### config.mk
export PLATFORM = sky130hd
export DESIGN_NAME = usi_status_irq
export DESIGN_NICKNAME = d
export VERILOG_FILES = /design/src/usi_pkg.sv /design/src/usi_tx_shift.sv /design/src/usi_status_irq.sv
export VERILOG_INCLUDE_DIRS = /design/src
export SDC_FILE = /design/constraint.sdc
export NUM_CORES = 1
export LEC_CHECK = 0
export BUFFER_PORTS_ARGS = -buffer_cell sky130_fd_sc_hd__buf_2
export CORE_UTILIZATION = 40
export CTS_BUF_LIST = sky130_fd_sc_hd__clkbuf_16
export DETAILED_ROUTE_END_ITERATION = 8
export GPL_ROUTABILITY_DRIVEN = 0
export GPL_TIMING_DRIVEN = 0
export SYNTH_ARGS = -nofsm -noshare
export SYNTH_HDL_FRONTEND = slang
export SYNTH_SLANG_ARGS = --single-unit
### constraint.sdc
create_clock -name clk -period 5.55 [get_ports clk]
set_clock_uncertainty 0.2 [all_clocks]
set_input_delay 1.11 -clock clk [delete_from_list [all_inputs] [get_ports clk]]
set_output_delay 1.11 -clock clk [all_outputs]
set_load 0.05 [all_outputs]
### src/usi_regs.svh
/*
 * register offsets, field positions, reset values and clock figures
 * of the serial status and interrupt block.
 * assumes: included by bare name from the block's design files.
 */
`ifndef USI_REGS_SVH
`define USI_REGS_SVH

////////////////////////////////////////////////////////////////////////////////
// register offsets
`define USI_OFS_CHAR_FMT    4'h0
`define USI_OFS_BAUD_SEL    4'h1
`define USI_OFS_MODEM_CTL   4'h2
`define USI_OFS_LINE_STAT   4'h3
`define USI_OFS_MODEM_STAT  4'h4
`define USI_OFS_TX_HOLD     4'h5
`define USI_OFS_RX_BUF      4'h6
`define USI_OFS_IRQ_STAT    4'h7
`define USI_OFS_IRQ_MASK    4'h8

////////////////////////////////////////////////////////////////////////////////
// line status bits, the low six also index the edge latches
`define USI_LS_OVERRUN      0
`define USI_LS_PARITY       1
`define USI_LS_FRAMING      2
`define USI_LS_BREAK        3
`define USI_LS_MODEM        4
`define USI_LS_TXDONE       5
`define USI_LS_TXEMPTY      6
`define USI_LS_RXRDY        7

// modem control bits
`define USI_MC_DTR          0
`define USI_MC_RTS          1
`define USI_MC_MODEM_IRQ_MASK         5
`define USI_MC_GLOBAL_IRQ_ENABLE        6

// character format fields
`define USI_CF_WLEN_LO      0
`define USI_CF_WLEN_HI      1
`define USI_CF_STOP2        2
`define USI_CF_TX_PAR_EN    3
`define USI_CF_TX_PAR_ODD   4
`define USI_CF_RX_PAR_EN    5
`define USI_CF_RX_PAR_ODD   6

////////////////////////////////////////////////////////////////////////////////
// reset values
`define USI_RST_CHAR_FMT    8'h03
`define USI_RST_BAUD_SEL    8'h40
`define USI_RST_MODEM_CTL   8'h00
`define USI_RST_LINE_STAT   8'h60
`define USI_RST_EDGE        6'h20
`define USI_RST_IRQ_MASK    6'h3F
`define USI_EDGE_MODEM_MASK 6'h10

////////////////////////////////////////////////////////////////////////////////
// clock figures in hertz, and the oversample factor
`define USI_CLK_HZ          40000000
`define USI_REF_HZ          2457600
`define USI_OVERSAMPLE      16

`endif

### src/usi_pkg.sv
/*
 * types shared by the serial status and interrupt block.
 * assumes: compiled before the modules that import it.
 */
package usi_pkg;

    typedef logic [7:0] usi_byte_type;

    typedef enum logic [4:0] {
        USI_TX_IDLE  = 5'b0_0001,
        USI_TX_START = 5'b0_0010,
        USI_TX_DATA  = 5'b0_0100,
        USI_TX_PAR   = 5'b0_1000,
        USI_TX_STOP  = 5'b1_0000
    } usi_tx_state_type;

endpackage

### src/usi_tx_shift.sv
/*
 * transmit shift register: start bit, 5 to 8 data bits lsb first,
 * optional parity, then one stop bit time, or two with stop2 set.
 * assumes: bit_tick is a one-cycle pulse per bit time; load only while idle.
 */
`timescale 1ns/1ps
`include "usi_regs.svh"

module usi_tx_shift
    import usi_pkg::*;
(
    input  wire logic         clk,
    input  wire logic         sys_rst,
    input  wire logic         bit_tick,
    input  wire logic         load,
    input  wire usi_byte_type load_data,
    input  wire logic [1:0]   word_len,
    input  wire logic         stop2,
    input  wire logic         par_en,
    input  wire logic         par_odd,
    output logic              sdo,
    output logic              busy
);

    usi_tx_state_type state_q;
    usi_byte_type     shreg_q;
    logic [2:0]       cnt_q;
    logic             par_q;
    logic             lsb_q;

    ////////////////////////////////////////////////////////////////////////////
    // lsb shifted first
    always_ff @(posedge clk) begin
        if (sys_rst) begin
            state_q <= USI_TX_IDLE;
            shreg_q <= 8'h00;
            cnt_q   <= 3'h0;
            par_q   <= 1'b0;
            sdo     <= 1'b1;
            busy    <= 1'b0;
        end else begin
            unique case (state_q)
                USI_TX_IDLE: begin
                    if (load) begin
                        shreg_q <= load_data;
                        par_q   <= par_odd;
                        busy    <= 1'b1;
                        state_q <= USI_TX_START;
                    end
                end
                USI_TX_START: begin
                    if (bit_tick) begin
                        sdo     <= 1'b0;
                        cnt_q   <= {1'b1, word_len};
                        state_q <= USI_TX_DATA;
                    end
                end
                USI_TX_DATA: begin
                    if (bit_tick) begin
                        sdo     <= shreg_q[0];
                        par_q   <= par_q ^ shreg_q[0];
                        shreg_q <= {1'b0, shreg_q[7:1]};
                        cnt_q   <= cnt_q - 3'h1;
                        if (cnt_q == 3'h0) begin
                            state_q <= par_en ? USI_TX_PAR : USI_TX_STOP;
                        end
                    end
                end
                USI_TX_PAR: begin
                    if (bit_tick) begin
                        sdo     <= par_q;
                        state_q <= USI_TX_STOP;
                    end
                end
                USI_TX_STOP: begin
                    if (bit_tick) begin
                        sdo   <= 1'b1;
                        cnt_q <= cnt_q + 3'h1;
                        if (cnt_q == {2'b00, stop2}) begin
                            busy    <= 1'b0;
                            state_q <= USI_TX_IDLE;
                        end
                    end
                end
            endcase
        end
    end

    // lsb of the character as loaded, kept for the bit-order check
    always_ff @(posedge clk) begin
        if (sys_rst) begin
            lsb_q <= 1'b0;
        end else if (load && state_q == USI_TX_IDLE) begin
            lsb_q <= load_data[0];
        end
    end

    lsb_first_a: assert property (@(posedge clk) disable iff (sys_rst)
        (state_q == USI_TX_DATA && bit_tick && cnt_q == {1'b1, word_len}) |=> sdo == lsb_q)
        else $error("first data bit is not the lsb");

    frame_cov_c: cover property (@(posedge clk) disable iff (sys_rst)
        state_q == USI_TX_STOP ##1 state_q == USI_TX_IDLE);

endmodule

### src/usi_status_irq.sv
/*
 * status flags, edge-detected interrupt logic, register port,
 * baud timing and transmit holding buffer of the serial transceiver.
 * assumes: receiver supplies one-cycle error and load pulses; inputs are
 * synchronous to clk; bus strobes are single cycles and never overlap.
 */
// Implementation choices: the register offsets and the address-and-strobe port.
// Behaviour
// - the written character's bit zero goes out first after the start bit
// - transmit parity settings are separate from receive parity settings
// - holding-empty pin tracks the holding buffer; its flag sets when the buffer loads the shifter
// - transmission complete only when holding buffer and shifter are empty
// - one control bit masks modem interrupts, another gates every interrupt
// - any level change on either modem input sets the modem change flag
// - a modem status read clears the change detector, not the live bits
// - modem status bits show the live inverted modem input levels
// - status edge detectors fire only on a flag's false to true change
// - a line status read clears flags and detectors, holding-empty and data-ready pins stay untouched
// - reset sets transmission complete and arms its edge detector
// - no status bit sets during a status read; it sets after the strobe
// - a set bit recurring during its read ends cleared after the strobe
// - baud divider is exact when fed the nominal reference frequency
// - with the global enable false the interrupt output stays low
// - holding-empty and data-ready never contribute to the interrupt
`timescale 1ns/1ps
`include "usi_regs.svh"

module usi_status_irq
    import usi_pkg::*;
#(
    parameter int ACC_W = 26
)
(
    input  wire logic         clk,
    input  wire logic         sys_rst,
    input  wire logic [3:0]   addr,
    input  wire usi_byte_type wr_data,
    input  wire logic         wr_stb,
    input  wire logic         rd_stb,
    output usi_byte_type      rd_data,
    input  wire logic         cts_n,
    input  wire logic         dsr_n,
    input  wire logic         rx_load,
    input  wire usi_byte_type rx_data,
    input  wire logic         rx_overrun,
    input  wire logic         rx_parity_err,
    input  wire logic         rx_framing_err,
    input  wire logic         rx_break,
    output logic              rx_par_en,
    output logic              rx_par_odd,
    output logic              rts_n,
    output logic              dtr_n,
    output logic              sdo,
    output logic              tx_hold_empty,
    output logic              rx_data_ready,
    output logic              irq_out
);

    usi_byte_type char_format_q;
    usi_byte_type baud_select_q;
    usi_byte_type modem_control_q;
    usi_byte_type tx_hold_buffer_q;
    usi_byte_type rx_buffer_q;
    usi_byte_type lsr_q, lsr_d;
    usi_byte_type lsr_defer_q, lsr_defer_d;
    usi_byte_type ev;
    logic [5:0]   edge_q, edge_d;
    logic [5:0]   irq_mask_q;
    logic [5:0]   irq_enable_bits;
    logic [1:0]   modem_q;
    logic [1:0]   modem_now;
    logic         hold_full_q;
    logic         tx_busy;
    logic         tx_load;
    logic         done_lvl;
    logic         done_prev_q;
    logic         lsr_rd, msr_rd, any_rd;
    logic         wr_hit_irq;
    logic [ACC_W-1:0] acc_q;
    logic         ref_tick_q;
    logic [11:0]  bit_cnt_q;
    logic         bit_tick_q;

    assign lsr_rd     = rd_stb && addr == `USI_OFS_LINE_STAT;
    assign msr_rd     = rd_stb && addr == `USI_OFS_MODEM_STAT;
    assign any_rd     = lsr_rd || msr_rd;
    assign wr_hit_irq = wr_stb && addr == `USI_OFS_IRQ_STAT;
    assign modem_now  = ~{dsr_n, cts_n};
    assign done_lvl   = !hold_full_q && !tx_busy;
    assign tx_load    = hold_full_q && !tx_busy && !cts_n;

    ////////////////////////////////////////////////////////////////////////////
    // control registers
    always_ff @(posedge clk) begin
        if (sys_rst) begin
            char_format_q   <= `USI_RST_CHAR_FMT;
            baud_select_q   <= `USI_RST_BAUD_SEL;
            modem_control_q <= `USI_RST_MODEM_CTL;
            irq_mask_q      <= `USI_RST_IRQ_MASK;
        end else if (wr_stb) begin
            unique case (addr)
                `USI_OFS_CHAR_FMT:  char_format_q   <= wr_data;
                `USI_OFS_BAUD_SEL:  baud_select_q   <= wr_data;
                `USI_OFS_MODEM_CTL: modem_control_q <= {1'b0, wr_data[6:0]};
                `USI_OFS_IRQ_MASK:  irq_mask_q      <= wr_data[5:0];
                default: ;
            endcase
        end
    end

    always_ff @(posedge clk) begin
        if (sys_rst) begin
            rx_par_en  <= 1'b0;
            rx_par_odd <= 1'b0;
            rts_n      <= 1'b1;
            dtr_n      <= 1'b1;
        end else begin
            rx_par_en  <= char_format_q[`USI_CF_RX_PAR_EN];
            rx_par_odd <= char_format_q[`USI_CF_RX_PAR_ODD];
            rts_n      <= !modem_control_q[`USI_MC_RTS];
            dtr_n      <= !modem_control_q[`USI_MC_DTR];
        end
    end

    ////////////////////////////////////////////////////////////////////////////
    // reference tick from fractional accumulator
    always_ff @(posedge clk) begin
        if (sys_rst) begin
            acc_q      <= '0;
            ref_tick_q <= 1'b0;
        end else if (acc_q + ACC_W'(`USI_REF_HZ) >= ACC_W'(`USI_CLK_HZ)) begin
            acc_q      <= acc_q + ACC_W'(`USI_REF_HZ) - ACC_W'(`USI_CLK_HZ);
            ref_tick_q <= 1'b1;
        end else begin
            acc_q      <= acc_q + ACC_W'(`USI_REF_HZ);
            ref_tick_q <= 1'b0;
        end
    end

    // bit time is divisor times oversample
    always_ff @(posedge clk) begin
        if (sys_rst) begin
            bit_cnt_q  <= 12'h000;
            bit_tick_q <= 1'b0;
        end else begin
            bit_tick_q <= 1'b0;
            if (ref_tick_q) begin
                if (bit_cnt_q + 12'h001 >= {baud_select_q, 4'h0}) begin
                    bit_cnt_q  <= 12'h000;
                    bit_tick_q <= 1'b1;
                end else begin
                    bit_cnt_q <= bit_cnt_q + 12'h001;
                end
            end
        end
    end

    ////////////////////////////////////////////////////////////////////////////
    // holding buffer and transmitter
    always_ff @(posedge clk) begin
        if (sys_rst) begin
            tx_hold_buffer_q <= 8'h00;
            hold_full_q      <= 1'b0;
        end else if (wr_stb && addr == `USI_OFS_TX_HOLD) begin
            tx_hold_buffer_q <= wr_data;
            hold_full_q      <= 1'b1;
        end else if (tx_load) begin
            hold_full_q <= 1'b0;
        end
    end

    always_ff @(posedge clk) begin
        if (sys_rst) begin
            tx_hold_empty <= 1'b1;
            done_prev_q   <= 1'b1;
        end else begin
            tx_hold_empty <= !hold_full_q;
            done_prev_q   <= done_lvl;
        end
    end

    usi_tx_shift u_tx (
        .clk       (clk),
        .sys_rst   (sys_rst),
        .bit_tick  (bit_tick_q),
        .load      (tx_load),
        .load_data (tx_hold_buffer_q),
        .word_len  (char_format_q[`USI_CF_WLEN_HI:`USI_CF_WLEN_LO]),
        .stop2     (char_format_q[`USI_CF_STOP2]),
        .par_en    (char_format_q[`USI_CF_TX_PAR_EN]),
        .par_odd   (char_format_q[`USI_CF_TX_PAR_ODD]),
        .sdo       (sdo),
        .busy      (tx_busy)
    );

    ////////////////////////////////////////////////////////////////////////////
    // receive buffer and data-ready pin, set wins over the clearing read
    always_ff @(posedge clk) begin
        if (sys_rst) begin
            rx_buffer_q   <= 8'h00;
            rx_data_ready <= 1'b0;
        end else if (rx_load) begin
            rx_buffer_q   <= rx_data;
            rx_data_ready <= 1'b1;
        end else if (rd_stb && addr == `USI_OFS_RX_BUF) begin
            rx_data_ready <= 1'b0;
        end
    end

    ////////////////////////////////////////////////////////////////////////////
    // modem input change, tracked through reset so release shows no change
    always_ff @(posedge clk) begin
        modem_q <= modem_now;
    end

    always_comb begin
        ev = 8'h00;
        ev[`USI_LS_OVERRUN] = rx_overrun;
        ev[`USI_LS_PARITY]  = rx_parity_err;
        ev[`USI_LS_FRAMING] = rx_framing_err;
        ev[`USI_LS_BREAK]   = rx_break;
        ev[`USI_LS_MODEM]   = modem_now != modem_q;
        ev[`USI_LS_TXDONE]  = done_lvl && !done_prev_q;
        ev[`USI_LS_TXEMPTY] = tx_load;
        ev[`USI_LS_RXRDY]   = rx_load;
    end

    // sets held off during a status read
    // line status read clears all flags
    // modem status read clears the change flag
    always_comb begin
        lsr_d       = lsr_q | ev | lsr_defer_q;
        lsr_defer_d = 8'h00;
        if (lsr_rd) begin
            lsr_d       = 8'h00;
            lsr_defer_d = (ev & ~lsr_q) | lsr_defer_q;
        end else if (msr_rd) begin
            lsr_d = lsr_q;
            lsr_d[`USI_LS_MODEM] = 1'b0;
            lsr_defer_d = (ev & ~lsr_q) | lsr_defer_q;
        end
    end

    // edge on false to true only
    // only low six flags have detectors
    always_comb begin
        edge_d = edge_q | (lsr_d[5:0] & ~lsr_q[5:0]);
        if (lsr_rd) begin
            edge_d = 6'h00;
        end else if (msr_rd) begin
            edge_d = edge_q & ~`USI_EDGE_MODEM_MASK;
        end else if (wr_hit_irq) begin
            edge_d = (edge_q & ~wr_data[5:0]) | (lsr_d[5:0] & ~lsr_q[5:0]);
        end
    end

    // reset sets done flag and its edge
    always_ff @(posedge clk) begin
        if (sys_rst) begin
            lsr_q       <= `USI_RST_LINE_STAT;
            lsr_defer_q <= 8'h00;
            edge_q      <= `USI_RST_EDGE;
        end else begin
            lsr_q       <= lsr_d;
            lsr_defer_q <= lsr_defer_d;
            edge_q      <= edge_d;
        end
    end

    ////////////////////////////////////////////////////////////////////////////
    // modem mask on its detector
    assign irq_enable_bits = irq_mask_q & ~(modem_control_q[`USI_MC_MODEM_IRQ_MASK] ? 6'h00
                                                          : `USI_EDGE_MODEM_MASK);

    // global gate, or of armed detectors
    always_ff @(posedge clk) begin
        if (sys_rst) begin
            irq_out <= 1'b0;
        end else begin
            irq_out <= modem_control_q[`USI_MC_GLOBAL_IRQ_ENABLE] && |(edge_q & irq_enable_bits);
        end
    end

    ////////////////////////////////////////////////////////////////////////////
    // read port, data one cycle after the strobe
    always_ff @(posedge clk) begin
        if (sys_rst) begin
            rd_data <= 8'h00;
        end else if (rd_stb) begin
            unique case (addr)
                `USI_OFS_CHAR_FMT:   rd_data <= char_format_q;
                `USI_OFS_BAUD_SEL:   rd_data <= baud_select_q;
                `USI_OFS_MODEM_CTL:  rd_data <= modem_control_q;
                `USI_OFS_LINE_STAT:  rd_data <= lsr_q;
                `USI_OFS_MODEM_STAT: rd_data <= {6'h00, modem_now};
                `USI_OFS_RX_BUF:     rd_data <= rx_buffer_q;
                `USI_OFS_IRQ_STAT:   rd_data <= {2'b00, edge_q};
                `USI_OFS_IRQ_MASK:   rd_data <= {2'b00, irq_mask_q};
                default:             rd_data <= 8'h00;
            endcase
        end else begin
            rd_data <= 8'h00;
        end
    end

    ////////////////////////////////////////////////////////////////////////////
    // checks
    hold_pin_a: assert property (@(posedge clk) disable iff (sys_rst)
        ##1 tx_hold_empty == !$past(hold_full_q))
        else $error("holding empty pin does not track buffer");

    txdone_flag_a: assert property (@(posedge clk) disable iff (sys_rst)
        $rose(lsr_q[`USI_LS_TXDONE]) |-> $past(!hold_full_q && !tx_busy))
        else $error("done event with data still pending");

    irq_modem_irq_mask_a: assert property (@(posedge clk) disable iff (sys_rst)
        (!modem_control_q[`USI_MC_MODEM_IRQ_MASK] && (edge_q & ~`USI_EDGE_MODEM_MASK) == 6'h00)
        |=> !irq_out)
        else $error("masked modem change raised irq");

    modem_change_a: assert property (@(posedge clk) disable iff (sys_rst)
        (modem_now != modem_q && !any_rd) |=> lsr_q[`USI_LS_MODEM])
        else $error("modem change not flagged");

    msr_clear_a: assert property (@(posedge clk) disable iff (sys_rst)
        msr_rd |=> !lsr_q[`USI_LS_MODEM] && !edge_q[`USI_LS_MODEM])
        else $error("modem status read left detector set");

    msr_live_a: assert property (@(posedge clk) disable iff (sys_rst)
        msr_rd |=> rd_data[1:0] == ~$past({dsr_n, cts_n}))
        else $error("modem status not live inverted pins");

    rise_only_a: assert property (@(posedge clk) disable iff (sys_rst)
        ##1 ((edge_q & ~$past(edge_q)) & ~(lsr_q[5:0] & ~$past(lsr_q[5:0]))) == 6'h00)
        else $error("edge latch set without flag rising");

    lsr_clear_a: assert property (@(posedge clk) disable iff (sys_rst)
        lsr_rd |=> lsr_q == 8'h00 && edge_q == 6'h00)
        else $error("line status read did not clear");

    pin_keep_a: assert property (@(posedge clk) disable iff (sys_rst)
        (lsr_rd && !rx_load) |=> rx_data_ready == $past(rx_data_ready))
        else $error("line status read disturbed data-ready pin");

    reset_tc_a: assert property (@(posedge clk)
        $fell(sys_rst) |-> lsr_q[`USI_LS_TXDONE] && edge_q[`USI_LS_TXDONE])
        else $error("reset did not arm transmission complete");

    read_inhibit_a: assert property (@(posedge clk) disable iff (sys_rst)
        any_rd |=> (lsr_q & ~$past(lsr_q)) == 8'h00)
        else $error("status bit set during read");

    defer_set_a: assert property (@(posedge clk) disable iff (sys_rst)
        (lsr_rd && ev[`USI_LS_OVERRUN] && !lsr_q[`USI_LS_OVERRUN]) ##1 !any_rd
        |=> lsr_q[`USI_LS_OVERRUN])
        else $error("deferred status bit lost");

    recur_clear_a: assert property (@(posedge clk) disable iff (sys_rst)
        (lsr_rd && ev[`USI_LS_OVERRUN] && lsr_q[`USI_LS_OVERRUN]) ##1 !ev[`USI_LS_OVERRUN]
        |=> !lsr_q[`USI_LS_OVERRUN])
        else $error("recurring set bit set again after read");

    irq_gate_a: assert property (@(posedge clk) disable iff (sys_rst)
        !modem_control_q[`USI_MC_GLOBAL_IRQ_ENABLE] |=> !irq_out)
        else $error("irq high with global enable off");

    irq_or_a: assert property (@(posedge clk) disable iff (sys_rst)
        (modem_control_q[`USI_MC_GLOBAL_IRQ_ENABLE] && (edge_q & irq_enable_bits) != 6'h00) |=> irq_out)
        else $error("armed detector did not raise irq");

    irq_rise_c: cover property (@(posedge clk) disable iff (sys_rst) $rose(irq_out));

    defer_c: cover property (@(posedge clk) disable iff (sys_rst)
        lsr_rd && ev[`USI_LS_MODEM] ##1 lsr_defer_q[`USI_LS_MODEM]);

    irq_drop_c: cover property (@(posedge clk) disable iff (sys_rst)
        irq_out ##1 lsr_rd ##2 !irq_out);

endmodule

; ---- Yosys cells after proc, flatten, opt, wreduce, memory -nomap -nowiden
; Cells that the tools add are included.
[word_totals]
reg_bits = 145
in_bits = 31
out_inout_bits = 16
[classes]
bitwise = 18
n_reduce_logical = 38
magnitude_cmp = 2
add_sub_neg = 5
eq_ne = 23
mux = 45
[ops]
columns = operator, n
row1 = one-hot mux 8 bit (8 select lines), 1
row2 = 2-to-1 mux 5 bit, 9
row3 = 2-to-1 mux 8 bit, 4
row4 = adder 26 x 22 -> 26 bit (second input constant), 1
row5 = greater-or-equal comparator 26 bit (second input constant), 1
row6 = 2-to-1 mux 26 bit, 1
row7 = subtractor 26 bit (second input constant), 1
row8 = one-hot mux 5 bit (5 select lines), 1
row9 = bitwise AND 6 bit, 4
row10 = bitwise OR 8 bit, 3
row11 = 2-to-1 mux 6 bit, 3
row12 = equality test 4 x 3 -> 1 bit (second input constant), 4
row13 = one-hot mux 8 bit (2 select lines), 1
row14 = 2-to-1 mux 1 bit, 15
row15 = 2-to-1 mux 7 bit, 2
row16 = adder 12 x 1 -> 12 bit (second input constant), 1
row17 = greater-or-equal comparator 12 bit, 1
row18 = 2-to-1 mux 12 bit, 1
row19 = inequality test 2 bit (second input constant), 6
row20 = NOT 6 bit, 2
row21 = bitwise OR 6 bit, 2
row22 = logical AND 1 bit, 10
row23 = 2-to-1 mux 3 bit, 3
row24 = one-hot mux 3 bit (3 select lines), 1
row25 = 35 further kinds, 53

; ---- Longest topological paths before layout
[logic_depth]
ltp_word = 12
mapped_depth = 12

; ---- Modules after synthesis
; A second synthesis with hierarchy kept.
[unflattened]
cells_unflattened = 812
hier_area_um2 = 6982.9
[by_module_without_submodules]
columns = mod, area_per_inst_um2, cells_per_inst, instances
row1 = usi_status_irq, 5825.6, 672, 1
row2 = usi_tx_shift, 1157.4, 140, 1

; ---- Worst setup path before layout
; OpenSTA, ideal clock, no wires.
[synth_timing]
path_kind = flip-flop to flip-flop
start = register bit_cnt_q[0]
end = register bit_cnt_q[0]
arrival_ns = 2.599
path_buffers = 1
path_slack_ns = 2.673
path_stages_with_launch = 13
cell_sequence = dfxtp_1 ha_1 and3_1 and3_1 and3_1 xor2_1 ha_1 a21oi_1 nor2b_1 o311a_1 o21a_1 clkbuf_1 nor3_1
[synth_between]
elab_chain_len = 3
[synth_lines]
columns = item, line
row1 = from (decl), usi_status_irq.sv:81  ; logic [11:0] bit_cnt_q;
row2 = from (signal assigned), usi_status_irq.sv:152  ; bit_cnt_q <= bit_cnt_q + 12'h001;
row3 = adder 12 x 1 -> 12 bit (*), "usi_status_irq.sv:148, usi_status_irq.sv:152"
row4 = greater-or-equal comparator 12 bit, usi_status_irq.sv:148  ; if (bit_cnt_q + 12'h001 >= {baud_select_q, 4'h0}) begin
row5 = 2-to-1 mux 12 bit (*), usi_status_irq.sv:148
; Mark *: on every way between the ends. The rest lies on a longest branch, timed or not.
; A chain may end at the register's enable or synchronous reset.

; ---- Worst setup path in the final report
[layout_timing]
start = register bit_cnt_q[0]
end = register bit_cnt_q[8]
; The elaborated chain is that of the path after synthesis.

==> impl_results.html <==
<table>
<tr><th>Metric</th><th>Value</th></tr>
<tr><th colspan="2">Clock tree</th></tr>
<tr><td>Clock Path Buffers</td><td>2</td></tr>
<tr><td>Number of clock sinks</td><td>136</td></tr>
<tr><td>Cts-stage hold buffer count</td><td>0</td></tr>
<tr><td>Cell chosen for the clock root</td><td>sky130_fd_sc_hd__clkbuf_16</td></tr>
<tr><td>CTS Buf Count</td><td>17</td></tr>
<tr><td>Buffers inserted by post-CTS timing repair</td><td>0</td></tr>
<tr><td>Depth of the CTS H-tree</td><td>4</td></tr>
<tr><td>Count of cells resized by post-cts repair</td><td>0</td></tr>
<tr><td>Clock insertion delay at the later pin of the skew report</td><td>0.43 ns</td></tr>
<tr><td>TritonCTS clock tree</td><td>built</td></tr>
<tr><td>CTS clk-pin slew, worst paths</td><td>0.06 ns</td></tr>
<tr><th colspan="2">STA</th></tr>
<tr><td>Worst relative slew slack</td><td>0.316</td></tr>
<tr><td>Setup repair after global routing missed its margin</td><td>no</td></tr>
<tr><td>Final hold vios</td><td>0</td></tr>
<tr><td>Max Freq</td><td>304 MHz</td></tr>
<tr><td>Fin crit share</td><td>0.593</td></tr>
<tr><td>Slack of the critical path</td><td>2.26 ns</td></tr>
<tr><td>Actual slew at the worst max-slew pin</td><td>1.02 ns</td></tr>
<tr><td>Number of setup violations in the final report</td><td>0</td></tr>
<tr><td>Time the worst path needs with I/O delays and setup</td><td>3.29 ns</td></tr>
<tr><td>Final Max Slew Viols</td><td>0</td></tr>
<tr><td>Final hold slack</td><td>0.235 ns</td></tr>
<tr><td>Sum of negative setup slack</td><td>0 ns</td></tr>
<tr><th colspan="2">Power</th></tr>
<tr><td>Peak supply drop</td><td>0.225 mV</td></tr>
<tr><td>Power per unit of standard cell area</td><td>308 nW/um^2</td></tr>
<tr><td>Reported leakage power</td><td>0.00318 uW</td></tr>
<tr><th colspan="2">Logic synthesis</th></tr>
<tr><td>Top flip-flop cell by instance count after synthesis</td><td>sky130_fd_sc_hd__dfxtp_1</td></tr>
<tr><td>Syn Std Cell Area</td><td>7030 um^2</td></tr>
<tr><td>Leading area contributor after synthesis</td><td>sky130_fd_sc_hd__dfxtp_1</td></tr>
<tr><td>Most numerous cell in the Yosys netlist</td><td>sky130_fd_sc_hd__dfxtp_1</td></tr>
<tr><td>Post-synthesis sequential area ratio</td><td>0.387</td></tr>
<tr><td>Mean area per synthesized cell</td><td>8.66 um^2</td></tr>
<tr><td>Most frequent cells after synthesis</td><td>136 x sky130_fd_sc_hd__dfxtp_1, 128 x sky130_fd_sc_hd__nor2_1, 62 x sky130_fd_sc_hd__nand2_1, 50 x sky130_fd_sc_hd__a21oi_1, 41 x sky130_fd_sc_hd__mux2i_1</td></tr>
<tr><td>Distinct cell type count after synthesis</td><td>83</td></tr>
<tr><td>Area contributors post-synth</td><td>sky130_fd_sc_hd__dfxtp_1 39%, sky130_fd_sc_hd__nor2_1 6.8%, sky130_fd_sc_hd__mux2i_1 5.8%</td></tr>
<tr><td>Fraction of synthesized cell area taken by the top area cell type</td><td>0.387</td></tr>
<tr><td>Net count after synthesis</td><td>857</td></tr>
<tr><td>Seq cells post-synth</td><td>136</td></tr>
<tr><td>Number of enable-type register cells in the synthesized netlist</td><td>0</td></tr>
<tr><td>Async set or reset register ratio after synthesis</td><td>0</td></tr>
<tr><td>Ys Warns</td><td>0</td></tr>
<tr><td>Gate count of the mapped netlist</td><td>812</td></tr>
<tr><th colspan="2">Detailed routing</th></tr>
<tr><td>Routed wire length</td><td>17,800 um</td></tr>
<tr><td>Iteration count of the initial detailed-routing pass</td><td>5</td></tr>
<tr><td>First DRT Iteration DRCs</td><td>391</td></tr>
<tr><td>DRC errors left</td><td>0</td></tr>
<tr><td>Via count</td><td>5,892</td></tr>
<tr><td>Antenna-violating nets left</td><td>0</td></tr>
<tr><td>Vias per cell</td><td>5.29</td></tr>
<tr><td>Average routed wire per standard cell</td><td>16.0 um</td></tr>
<tr><th colspan="2">Layout</th></tr>
<tr><td>Total non-filler cell area in the finished layout</td><td>8130 um^2</td></tr>
<tr><td>Area of combinational cells with multiple inputs</td><td>3970 um^2</td></tr>
<tr><td>Total Nets Final</td><td>920</td></tr>
<tr><td>Number of fill cells</td><td>1,697</td></tr>
<tr><td>Fraction of layout cells with a size suffix above 1</td><td>0.150</td></tr>
<tr><td>Layout overhead on the synthesized area</td><td>15.6%</td></tr>
<tr><td>Sequential cell area</td><td>2720 um^2</td></tr>
<tr><td>Antenna diode instance count</td><td>0</td></tr>
<tr><td>Post-route core utilization</td><td>0.471</td></tr>
<tr><th colspan="2">Worst setup path</th></tr>
<tr><td>Setup Crit Path Kind</td><td>reg -&gt; reg</td></tr>
<tr><td>Critical path's most frequent cell</td><td>sky130_fd_sc_hd__and3_1</td></tr>
<tr><td>Crit path launch type</td><td>flip-flop</td></tr>
<tr><td>CP max stage cell</td><td>sky130_fd_sc_hd__dfxtp_1</td></tr>
<tr><td>Delay contributed by the slowest stage of the critical path</td><td>0.44 ns</td></tr>
<tr><td>Largest delay contributor family on the critical path</td><td>simple AND/OR/NAND/NOR gates</td></tr>
<tr><td>Total buffers and inverters traversed by the critical path</td><td>1</td></tr>
<tr><td>Worst EP required</td><td>5.69 ns</td></tr>
<tr><td>CP Max Fanout</td><td>10</td></tr>
<tr><td>CP Cell Sequence</td><td>ha_1 &gt; and3_1 &gt; and3_1 &gt; and3_1 &gt; xor2_1 &gt; ha_1 &gt; nand4_1 &gt; a21oi_1 &gt; o311a_1 &gt; o21a_1 &gt; clkbuf_1 &gt; nor3_1</td></tr>
<tr><td>Nature of the critical path endpoint</td><td>flip-flop</td></tr>
<tr><td>Data arrival, critical path</td><td>3.43 ns</td></tr>
<tr><th colspan="2">Outcome</th></tr>
<tr><td>Outcome</td><td>completed</td></tr>
<tr><th colspan="2">GRT</th></tr>
<tr><td>Antenna violations before repair</td><td>0</td></tr>
<tr><td>Maximum number of pins on one net before global-route repair</td><td>17</td></tr>
<tr><td>Total routing resource utilization after global routing</td><td>0.208</td></tr>
<tr><td>Number of global-route vias before repair</td><td>5,484</td></tr>
<tr><td>Remaining global-route overflow</td><td>0</td></tr>
<tr><td>Global-route wire length before repair</td><td>29,000 um</td></tr>
<tr><th colspan="2">Job</th></tr>
<tr><td>Count of max-cap constraint violations</td><td>0</td></tr>
<tr><th colspan="2">Placed design</th></tr>
<tr><td>DP Area</td><td>7530 um^2</td></tr>
<tr><td>Detail Placement HPWL</td><td>13,200 um</td></tr>
<tr><td>Port Buf Inserts</td><td>44</td></tr>
<tr><td>Pre-CTS worst setup slack</td><td>2.02 ns</td></tr>
<tr><th colspan="2">Floorplan</th></tr>
<tr><td>DIE AREA</td><td>18,100 um^2</td></tr>
<tr><td>Die Ht</td><td>135 um</td></tr>
<tr><td>Effective utilization at floorplan</td><td>0.408</td></tr>
<tr><td>Standard cell core area</td><td>17,200 um^2</td></tr>
<tr><td>Boundary pin count</td><td>47</td></tr>
<tr><td>Horizontal die dimension</td><td>135 um</td></tr>
<tr><td>Floorplan row count</td><td>48</td></tr>
<tr><th colspan="2">Min path</th></tr>
<tr><td>Worst min-delay path category</td><td>reg -&gt; reg</td></tr>
</table>
==> layout make-up <==
type                    instances  share of cell area
flip-flops and latches        136               0.335
clock buffers                  17              0.0523
multi-input cells             594               0.488
inverters                      31              0.0143
clock inverters                15              0.0206
repair buffers                 44              0.0271
plain buffers                  51              0.0279
well taps                     225              0.0346
==> flip-flops by register name (all words and copies together) (netlist names), 5 cells and up <==
name,flops
irq_mask_q,6
baud_select_q,8
lsr_q,8
rd_data,8
tx_hold_buffer_q,8
bit_cnt_q,12
u_tx.state_q,5
edge_q,6
char_format_q,8
lsr_defer_q,8
modem_control_q,7
rx_buffer_q,8
u_tx.shreg_q,8
acc_q,17
==> kinds of logic (layout without fill, tap and decap cells) <==
family,after synthesis,after routing,share of synthesized area
simple gates,325,325,0.225
compound gates,161,161,0.169
flops,136,136,0.387
buf+inv,82,158,0.0488
mux,59,59,0.0973
xor+xnor,35,35,0.0463
fa+ha+maj,14,14,0.0260
==> worst register-to-register path, stage by stage (launching register included) <==
cell and delay (ns):
sky130_fd_sc_hd__dfxtp_1 0.44, sky130_fd_sc_hd__ha_1 0.23, sky130_fd_sc_hd__and3_1 0.22, sky130_fd_sc_hd__and3_1 0.23, sky130_fd_sc_hd__and3_1 0.26, sky130_fd_sc_hd__xor2_1 0.17, sky130_fd_sc_hd__ha_1 0.26, sky130_fd_sc_hd__nand4_1 0.11
sky130_fd_sc_hd__a21oi_1 0.05, sky130_fd_sc_hd__o311a_1 0.33, sky130_fd_sc_hd__o21a_1 0.24, sky130_fd_sc_hd__clkbuf_1 0.25, sky130_fd_sc_hd__nor3_1 0.22
==> final timing paths <==
check / start / to / slack (ns) / depth (start not counted)
setup / recovery: bit_cnt_q[0] / bit_cnt_q[8] / 2.26 / 12
setup reg to reg: bit_cnt_q[0] / bit_cnt_q[8] / 2.26 / 12
hold reg to reg: modem_control_q[0] / dtr_n / 0.24 / 1
hold / removal: modem_control_q[0] / dtr_n / 0.24 / 1
==> layer usage <==
| layer | vias up | global-route usage | wire [um] |
|---|---|---|---|
| li1 | 2963 | - | - |
| met1 | 2767 | 0.284 | 8560 |
| met2 | 137 | 0.327 | 8050 |
| met3 | 25 | 0.0338 | 791 |
| met4 | 0 | 0.0805 | 380 |
| met5 | - | 0 | 0 |
==> power breakdown <==
part           internal (uW)  switching, uW  leakage [uW]
Combinational            130            206       0.00180
Clock                    670            463      0.000279
Sequential              1010           26.6       0.00111
==> cells in the final DEF, fill, tap and decap left out, types with 17 or more instances in the layout <==
cell,synthesis,layout
sky130_fd_sc_hd__nand2_1,62,62
sky130_fd_sc_hd__nor2b_1,30,30
sky130_fd_sc_hd__inv_1,31,31
sky130_fd_sc_hd__clkbuf_1,35,35
sky130_fd_sc_hd__nor2_1,128,128
sky130_fd_sc_hd__o21ai_0,26,26
sky130_fd_sc_hd__nor3_1,26,26
sky130_fd_sc_hd__buf_2,4,48
sky130_fd_sc_hd__dfxtp_1,136,136
sky130_fd_sc_hd__mux2i_1,41,41
sky130_fd_sc_hd__xor2_1,22,22
sky130_fd_sc_hd__clkbuf_16,0,17
sky130_fd_sc_hd__nand3_1,20,20
sky130_fd_sc_hd__a21oi_1,50,50
==> per-stage QoR <==
| stage | cells | total power, uW |
|---|---|---|
| 2_1_floorplan | 812 | 1300 |
| 3_3_place_gp | 1081 | 1390 |
| 3_5_place_dp | 1081 | 1390 |
| 4_1_cts | 1113 | 2530 |
| 5_1_grt | 1113 | 2610 |
| 6_report | 1113 | 2510 |
No activity file was read; power rests on OpenSTA's default activity.
